File: config.mk
export PLATFORM = sky130hd
export DESIGN_NAME = tws_slave_rx
export DESIGN_NICKNAME = d
export VERILOG_FILES = /design/src/core/tws_pkg.sv /design/src/core/tws_slave_rx.sv
export SDC_FILE = /design/constraint.sdc
export NUM_CORES = 1
export LEC_CHECK = 0
export BUFFER_PORTS_ARGS = -buffer_cell sky130_fd_sc_hd__buf_2
export CAP_MARGIN = 25
export CORE_MARGIN = 5
export CORE_UTILIZATION = 54
export CTS_CLUSTER_DIAMETER = 30
export CTS_CLUSTER_SIZE = 40
export DETAILED_ROUTE_END_ITERATION = 10
export GPL_TIMING_DRIVEN = 0
export PLACE_DENSITY = 0.85
export SLEW_MARGIN = 30
export SYNTH_ARGS = -nofsm -noshare
export SYNTH_HDL_FRONTEND = slang
export SYNTH_SLANG_ARGS = --single-unit
File: constraint.sdc
create_clock -name aclk -period 2.5 [get_ports aclk]
set_input_delay 0.25 -clock aclk [delete_from_list [all_inputs] [get_ports aclk]]
set_output_delay 0.25 -clock aclk [all_outputs]
set_load 0.05 [all_outputs]
File: src/core/tws_pkg.sv
package tws_pkg;

    // register byte offsets on the bus
    localparam logic [7:0] OFS_CTRL = 8'h00;
    localparam logic [7:0] OFS_STAT = 8'h04;
    localparam logic [7:0] OFS_OWN = 8'h08;
    localparam logic [7:0] OFS_DATA = 8'h0C;

    // serial_control_reg bit positions
    localparam int CTRL_LINK = 6;
    localparam int CTRL_STA = 5;
    localparam int CTRL_STO = 4;
    localparam int CTRL_FLAG = 3;
    localparam int CTRL_ACK = 2;
    localparam logic [7:0] CTRL_MASK = 8'h7C;

    // own_address_reg bit positions
    localparam int OWN_GC = 0;

    // reset values
    localparam logic [7:0] CTRL_RST = 8'h00;
    localparam logic [7:0] OWN_RST = 8'h00;
    localparam logic [7:0] DATA_RST = 8'h00;

    // status codes
    localparam logic [7:0] ST_NONE = 8'hF8;
    localparam logic [7:0] ST_OWN_W = 8'h60;
    localparam logic [7:0] ST_ARB_OWN_W = 8'h68;
    localparam logic [7:0] ST_GC = 8'h70;
    localparam logic [7:0] ST_ARB_GC = 8'h78;
    localparam logic [7:0] ST_OWN_ACK = 8'h80;
    localparam logic [7:0] ST_OWN_NACK = 8'h88;
    localparam logic [7:0] ST_GC_ACK = 8'h90;
    localparam logic [7:0] ST_GC_NACK = 8'h98;
    localparam logic [7:0] ST_STOP = 8'hA0;

    // bits per byte on the wire, counting the last one
    localparam logic [3:0] BYTE_BITS = 4'h8;

    localparam logic [1:0] RESP_OKAY = 2'h0;
    localparam logic [1:0] RESP_SLVERR = 2'h2;

    typedef enum logic [4:0] {
        TWS_IDLE = 5'b00001,
        TWS_RX = 5'b00010,
        TWS_ACK = 5'b00100,
        TWS_WAIT = 5'b01000,
        TWS_IGNORE = 5'b10000
    } tws_state_e;

endpackage

File: src/core/tws_slave_rx.sv
`timescale 1ns/1ps

module tws_slave_rx
    import tws_pkg::*;
#(
    parameter int AW = 8
) (
    input wire logic aclk,
    input wire logic aresetn,
    input wire logic [AW-1:0] s_axi_awaddr,
    input wire logic s_axi_awvalid,
    output logic s_axi_awready,
    input wire logic [31:0] s_axi_wdata,
    input wire logic [3:0] s_axi_wstrb,
    input wire logic s_axi_wvalid,
    output logic s_axi_wready,
    output logic [1:0] s_axi_bresp,
    output logic s_axi_bvalid,
    input wire logic s_axi_bready,
    input wire logic [AW-1:0] s_axi_araddr,
    input wire logic s_axi_arvalid,
    output logic s_axi_arready,
    output logic [31:0] s_axi_rdata,
    output logic [1:0] s_axi_rresp,
    output logic s_axi_rvalid,
    input wire logic s_axi_rready,
    input wire logic scl_i,
    output logic scl_o,
    output logic scl_oe_n,
    input wire logic sda_i,
    output logic sda_o,
    output logic sda_oe_n,
    input wire logic arb_lost,
    output logic tx_select,
    output logic start_issue
);

    if (AW < 4) begin : g_chk
        $error("tws_slave_rx: AW must be at least 4");
    end

    typedef struct packed {
        tws_state_e st;
        logic [7:0] ctrl;
        logic [7:0] own;
        logic [7:0] data;
        logic [7:0] code;
        logic [7:0] shift;
        logic [3:0] cnt;
        logic addressed;
        logic gc;
        logic lost;
        logic dphase;
        logic acked;
        logic term;
        logic start_armed;
        logic busy;
        logic scl_s1;
        logic scl_s2;
        logic scl_s3;
        logic sda_s1;
        logic sda_s2;
        logic sda_s3;
        logic scl_oe_n;
        logic sda_oe_n;
        logic tx_select;
        logic start_issue;
        logic aw_have;
        logic [AW-1:0] aw_addr;
        logic w_have;
        logic [31:0] w_data;
        logic [3:0] w_strb;
        logic awready;
        logic wready;
        logic bvalid;
        logic [1:0] bresp;
        logic arready;
        logic rvalid;
        logic [31:0] rdata;
        logic [1:0] rresp;
    } tws_regs_s;

    tws_regs_s q;
    tws_regs_s d;

    // {hit, index}: index 0 ctrl, 1 status, 2 own address, 3 data
    function automatic logic [2:0] tws_decode(input logic [AW-1:0] a);
        logic [7:0] w;
        w = 8'(a);
        if (a[1:0] != 2'h0 || (AW > 8 && (a >> 8) != '0)) begin
            return 3'h0;
        end
        unique case (w)
            OFS_CTRL: return 3'h4;
            OFS_STAT: return 3'h5;
            OFS_OWN: return 3'h6;
            OFS_DATA: return 3'h7;
            default: return 3'h0;
        endcase
    endfunction

    always_comb begin
        logic scl_rise;
        logic scl_fall;
        logic start_c;
        logic stop_c;
        logic match_own;
        logic match_gc;
        logic [2:0] wsel;
        logic [2:0] rsel;
        logic [7:0] stat;
        scl_rise = 1'b0;
        scl_fall = 1'b0;
        start_c = 1'b0;
        stop_c = 1'b0;
        match_own = 1'b0;
        match_gc = 1'b0;
        wsel = 3'h0;
        rsel = 3'h0;
        stat = 8'h00;
        d = q;
        d.tx_select = 1'b0;
        d.start_issue = 1'b0;

        // two flops before any logic, third for edges
        d.scl_s1 = scl_i;
        d.scl_s2 = q.scl_s1;
        d.scl_s3 = q.scl_s2;
        d.sda_s1 = sda_i;
        d.sda_s2 = q.sda_s1;
        d.sda_s3 = q.sda_s2;
        scl_rise = q.scl_s2 & ~q.scl_s3;
        scl_fall = ~q.scl_s2 & q.scl_s3;
        start_c = q.scl_s2 & q.scl_s3 & q.sda_s3 & ~q.sda_s2;
        stop_c = q.scl_s2 & q.scl_s3 & ~q.sda_s3 & q.sda_s2;
        if (start_c) begin
            d.busy = 1'b1;
        end else if (stop_c) begin
            d.busy = 1'b0;
        end

        // bus write: address and data may come in either order
        if (s_axi_awvalid && q.awready) begin
            d.aw_have = 1'b1;
            d.aw_addr = s_axi_awaddr;
        end
        if (s_axi_wvalid && q.wready) begin
            d.w_have = 1'b1;
            d.w_data = s_axi_wdata;
            d.w_strb = s_axi_wstrb;
        end
        if (q.aw_have && q.w_have) begin
            wsel = tws_decode(q.aw_addr);
            d.aw_have = 1'b0;
            d.w_have = 1'b0;
            d.bvalid = 1'b1;
            d.bresp = wsel[2] ? RESP_OKAY : RESP_SLVERR;
            if (wsel[2] && q.w_strb[0]) begin
                unique case (wsel[1:0])
                    2'h0: begin
                        // software may clear the flag but never set it
                        d.ctrl = q.w_data[7:0] & CTRL_MASK;
                        d.ctrl[CTRL_FLAG] = q.ctrl[CTRL_FLAG] & q.w_data[CTRL_FLAG];
                    end
                    2'h1: d.ctrl = q.ctrl;
                    2'h2: d.own = q.w_data[7:0];
                    2'h3: d.data = q.w_data[7:0];
                endcase
            end
        end
        if (q.bvalid && s_axi_bready) begin
            d.bvalid = 1'b0;
        end
        d.awready = ~d.aw_have & ~d.bvalid & ~(q.aw_have & q.w_have);
        d.wready = ~d.w_have & ~d.bvalid & ~(q.aw_have & q.w_have);

        // bus read
        stat = q.ctrl[CTRL_FLAG] ? q.code : ST_NONE;
        if (s_axi_arvalid && q.arready) begin
            rsel = tws_decode(s_axi_araddr);
            d.rvalid = 1'b1;
            d.arready = 1'b0;
            d.rresp = rsel[2] ? RESP_OKAY : RESP_SLVERR;
            d.rdata = 32'h0;
            if (rsel[2]) begin
                unique case (rsel[1:0])
                    2'h0: d.rdata = {24'h0, q.ctrl};
                    2'h1: d.rdata = {24'h0, stat};
                    2'h2: d.rdata = {24'h0, q.own};
                    2'h3: d.rdata = {24'h0, q.data};
                endcase
            end
        end
        if (q.rvalid && s_axi_rready) begin
            d.rvalid = 1'b0;
            d.arready = 1'b1;
        end

        // start request goes out once the bus is idle
        if (q.start_armed && !q.busy) begin
            d.start_armed = 1'b0;
            d.start_issue = 1'b1;
        end

        if (!q.ctrl[CTRL_LINK]) begin
            d.st = TWS_IDLE;
            d.addressed = 1'b0;
            d.scl_oe_n = 1'b1;
            d.sda_oe_n = 1'b1;
        end else begin
            unique case (q.st)
                TWS_IDLE, TWS_IGNORE: begin
                end
                TWS_RX: begin
                    if (scl_rise) begin
                        d.shift = {q.shift[6:0], q.sda_s2};
                        d.cnt = q.cnt + 4'h1;
                    end
                    if (scl_fall && q.cnt == BYTE_BITS) begin
                        if (!q.dphase) begin
                            match_gc = (q.shift[7:1] == 7'h00) && q.own[OWN_GC];
                            match_own = (q.shift[7:1] == q.own[7:1]) && !match_gc;
                            // a deaf device still follows the bus in IGNORE
                            if (q.ctrl[CTRL_ACK] && (match_own || match_gc) && !q.shift[0]) begin
                                d.addressed = 1'b1;
                                d.gc = match_gc;
                                d.lost = arb_lost;
                                d.acked = 1'b1;
                                d.sda_oe_n = 1'b0;
                                d.st = TWS_ACK;
                            end else begin
                                d.tx_select = q.ctrl[CTRL_ACK] && match_own && q.shift[0];
                                d.st = TWS_IGNORE;
                            end
                        end else begin
                            d.data = q.shift;
                            d.acked = q.ctrl[CTRL_ACK];
                            d.sda_oe_n = ~q.ctrl[CTRL_ACK];
                            d.st = TWS_ACK;
                        end
                    end
                end
                TWS_ACK: begin
                    if (scl_fall) begin
                        d.sda_oe_n = 1'b1;
                        d.ctrl[CTRL_FLAG] = 1'b1;
                        d.scl_oe_n = 1'b0;
                        d.term = q.dphase && !q.acked;
                        d.st = TWS_WAIT;
                        if (!q.dphase) begin
                            if (q.gc) begin
                                d.code = q.lost ? ST_ARB_GC : ST_GC;
                            end else begin
                                d.code = q.lost ? ST_ARB_OWN_W : ST_OWN_W;
                            end
                        end else if (q.gc) begin
                            d.code = q.acked ? ST_GC_ACK : ST_GC_NACK;
                        end else begin
                            d.code = q.acked ? ST_OWN_ACK : ST_OWN_NACK;
                        end
                    end
                end
                TWS_WAIT: begin
                    // frozen here until software clears the flag
                    if (!q.ctrl[CTRL_FLAG]) begin
                        d.scl_oe_n = 1'b1;
                        d.cnt = 4'h0;
                        if (q.ctrl[CTRL_STO]) begin
                            d.ctrl[CTRL_STO] = 1'b0;
                            d.addressed = 1'b0;
                            d.st = TWS_IDLE;
                        end else if (q.term) begin
                            // later recognition rests on ack_enable alone
                            d.addressed = 1'b0;
                            d.start_armed = q.ctrl[CTRL_STA];
                            d.st = TWS_IDLE;
                        end else begin
                            d.dphase = 1'b1;
                            d.st = TWS_RX;
                        end
                    end
                end
                default: d.st = TWS_IDLE;
            endcase

            // while frozen, start and stop are only tracked in busy
            if ((start_c || stop_c) && q.st != TWS_WAIT) begin
                d.sda_oe_n = 1'b1;
                d.cnt = 4'h0;
                d.dphase = 1'b0;
                if (q.addressed) begin
                    d.code = ST_STOP;
                    d.ctrl[CTRL_FLAG] = 1'b1;
                    d.term = 1'b1;
                    d.st = TWS_WAIT;
                end else begin
                    d.st = start_c ? TWS_RX : TWS_IDLE;
                end
            end
        end
    end

    always_ff @(posedge aclk) begin
        if (!aresetn) begin
            q <= '0;
            q.st <= TWS_IDLE;
            q.ctrl <= CTRL_RST;
            q.own <= OWN_RST;
            q.data <= DATA_RST;
            q.code <= ST_NONE;
            q.scl_s1 <= 1'b1;
            q.scl_s2 <= 1'b1;
            q.scl_s3 <= 1'b1;
            q.sda_s1 <= 1'b1;
            q.sda_s2 <= 1'b1;
            q.sda_s3 <= 1'b1;
            q.scl_oe_n <= 1'b1;
            q.sda_oe_n <= 1'b1;
            q.awready <= 1'b1;
            q.wready <= 1'b1;
            q.arready <= 1'b1;
        end else begin
            q <= d;
        end
    end

    assign s_axi_awready = q.awready;
    assign s_axi_wready = q.wready;
    assign s_axi_bvalid = q.bvalid;
    assign s_axi_bresp = q.bresp;
    assign s_axi_arready = q.arready;
    assign s_axi_rvalid = q.rvalid;
    assign s_axi_rdata = q.rdata;
    assign s_axi_rresp = q.rresp;
    // open-drain: the pad only ever pulls low
    assign scl_o = q.code[0];
    assign sda_o = q.code[1];
    assign scl_oe_n = q.scl_oe_n;
    assign sda_oe_n = q.sda_oe_n;
    assign tx_select = q.tx_select;
    assign start_issue = q.start_issue;

endmodule // tws_slave_rx

==> results.cfg <==
[detailed_routing]
viasPerCell = 5.62
drtIter0Drc = 228
wl_um = 11400
ant_nets = 0
first_pass_iters = 4
num_vias = 4110
routedWlPerCell_um = 15.7
remaining_drc_errors = 0

[worst_setup_path]
reg2reg_slack_ps = 210
worst_setup_path_start_kind = flop
required_ps = 2780
cp-end-kind = flop
cp.arrival_ps = 2570
worstPathMaxFanout = 10
critPathKind = reg2reg

[grt]
grt_max_degree = 18
overflow = 0
grt_pass1_wl_um = 18500
antenna_found_initial = 0
grt_pass1_vias = 3948
grt_usage_pct = 22.6

[sta]
rsz0062_at_grt = no
hold_violations = 0
finalCriticalPeriod_ps = 2290
layout_setup_ws_ps = 209
tightestPinTransition_ps = 814
setup_viol = 0
slew_violations = 0
max-slew-margin-rel_pct = 45.3
fin_crit_sh_pct = 91.6
final.setup.tns_ps = 0
hold_ws_ps = 56.0
fmax_mhz = 436
clock_skew_ps = 13.7

[clocking]
cts_sinks = 98
cts_buffers = 9
hold_buffers = 0
root_buffer = clkbuf_8
cts_setup_buffers = 0
worstSkewPairLatency_ps = 380
cts_tree = yes
clockBufferDepth = 2
htree_levels = 3
post_cts_resized = 0
cts.clk_slew.worst_paths_ps = 100

[power_and_ir_drop]
p_leak_nw = 2.26
total_power_mw = 3.03
p_per_area_mw_per_mm2 = 569
ir_worst_vdd_uv = 351

[logic_synthesis]
ys_warn_count = 0
syn_area_per_cell_um2 = 8.68
synth_ff_type = dfxtp_1
synthArstFlopShare_pct = 0
synth_edf_count = 0
ys_types = 69
synth_seq_cells = 98
syn_inst = 533
syn-cell-area_mm2 = 0.00463
ys_seq_area_share_pct = 42.4

[cells_and_area]
final_common_cell = dfxtp_1
layout.cells.non_filler = 731
layout-drive-gt1-share_pct = 20.4
fin_area_mm2 = 0.00533
layout.nets = 685
nFillCells = 713
mostFrequentLayoutCells = 98 x dfxtp_1, 72 x nand2_1, 55 x buf_2
diodes = 0
fin_util_pct = 64.2
area_growth_pct = 15.1

[placed_design]
dpl_cell_area_mm2 = 0.00511
dp.cells = 715
globalplace.congestion = 0.891
place_ws_ps = 293
dp_hpwl_um = 8460
place.port_buffers = 52

[floorplan]
die_height_um = 103
dieArea_mm2 = 0.0105
fp-row-count = 33
die_w_um = 103
ios = 109
start_util_pct = 55.8
core_area_mm2 = 0.00830

[flow_run]
drv_cap = 0

[outcome]
status = finished clean

[worst_hold_path]
min_path_type = in2reg
-- Yosys cell counts, types with 3 or more instances --
master     number  area [um2]
a21oi_1        49         245
a22oi_1         3        22.5
clkbuf_1       20        75.1
a211oi_1       11        82.6
and2_1          9        56.3
and3_1          6        37.5
nand3_1        11        55.1
nor2_1         42         158
inv_1           6        22.5
nor3_1         10        50.1
a2bb2oi_1       5        43.8
nand2b_1       11        68.8
o211ai_1        5        37.5
o21ai_0        13        65.1
o31ai_1         6        45.0
or3_1           4        25.0
buf_2           3        15.0
xor2_1          6        52.6
nand4_1         3        18.8
nor4_1          4        25.0
or2_2           3        18.8
buf_4          36         270
mux2i_1        30         300
nand2_1        72         270
nor2b_1         5        31.3
o21ai_1         6        30.0
dfxtp_1        98        1960
mux2_2          6        67.6
-- path summary, 6_finish.rpt --
| path | start | endpoint | depth (start not counted) |
|---|---|---|---|
| setup / recovery | q[149] | q[131] | 6 |
| hold / removal | sda_i | d[92] | 2 |
| setup reg to reg | q[149] | q[131] | 6 |
| hold reg to reg | d[95] | d[94] | 1 |
-- metal layers --
layer,global-route usage (%),routed length [um]
met4,10.6,287
met2,35.8,5320
met3,3.72,830
met5,0,0
met1,30.0,5010
-- power breakdown --
group / internal, mW / switching, mW / leakage [nW]
Clock: 0.498 / 0.581 / 0.0995
Sequential: 1.59 / 0.0329 / 0.796
Combinational: 0.102 / 0.226 / 1.37
-- cell families after synthesis --
logic type | share of synthesized area, %
flops | 42.4
simple gates | 22.4
fa+ha+maj | 0.541
compound gates | 16.2
xor+xnor | 1.51
mux | 8.19
buf+inv | 8.60
other cells | 0.0810
-- sequential cells by signal, indices dropped and copies added, names as in the netlist --
name / flops
d: 4
q: 73
s_axi_arready: 1
s_axi_awready: 1
s_axi_bresp: 1
s_axi_bvalid: 1
s_axi_rdata: 8
s_axi_rresp: 1
s_axi_rvalid: 1
s_axi_wready: 1
scl_o: 1
scl_oe_n: 1
sda_o: 1
sda_oe_n: 1
start_issue: 1
tx_select: 1
-- critical path: stages (launching register included) --
cell and delay (ps):
dfxtp_1 360, or3_1 350, clkbuf_1 220, nor2_2 300, nand4_1 350, clkbuf_1 330, a211oi_1 290
-- final cells by class --
cell class              instances  area [um2]  area share, %
clock buffers                  10         138           2.58
well taps                     105         131           2.47
plain buffers                  60         372           6.97
inverters                       7        26.3          0.493
multi-input cells             393        2370           44.4
clock inverters                 6        71.3           1.34
flip-flops and latches         98        1960           36.8
repair buffers                 52         260           4.88
Note: power is estimated with default switching activity, not from simulation.
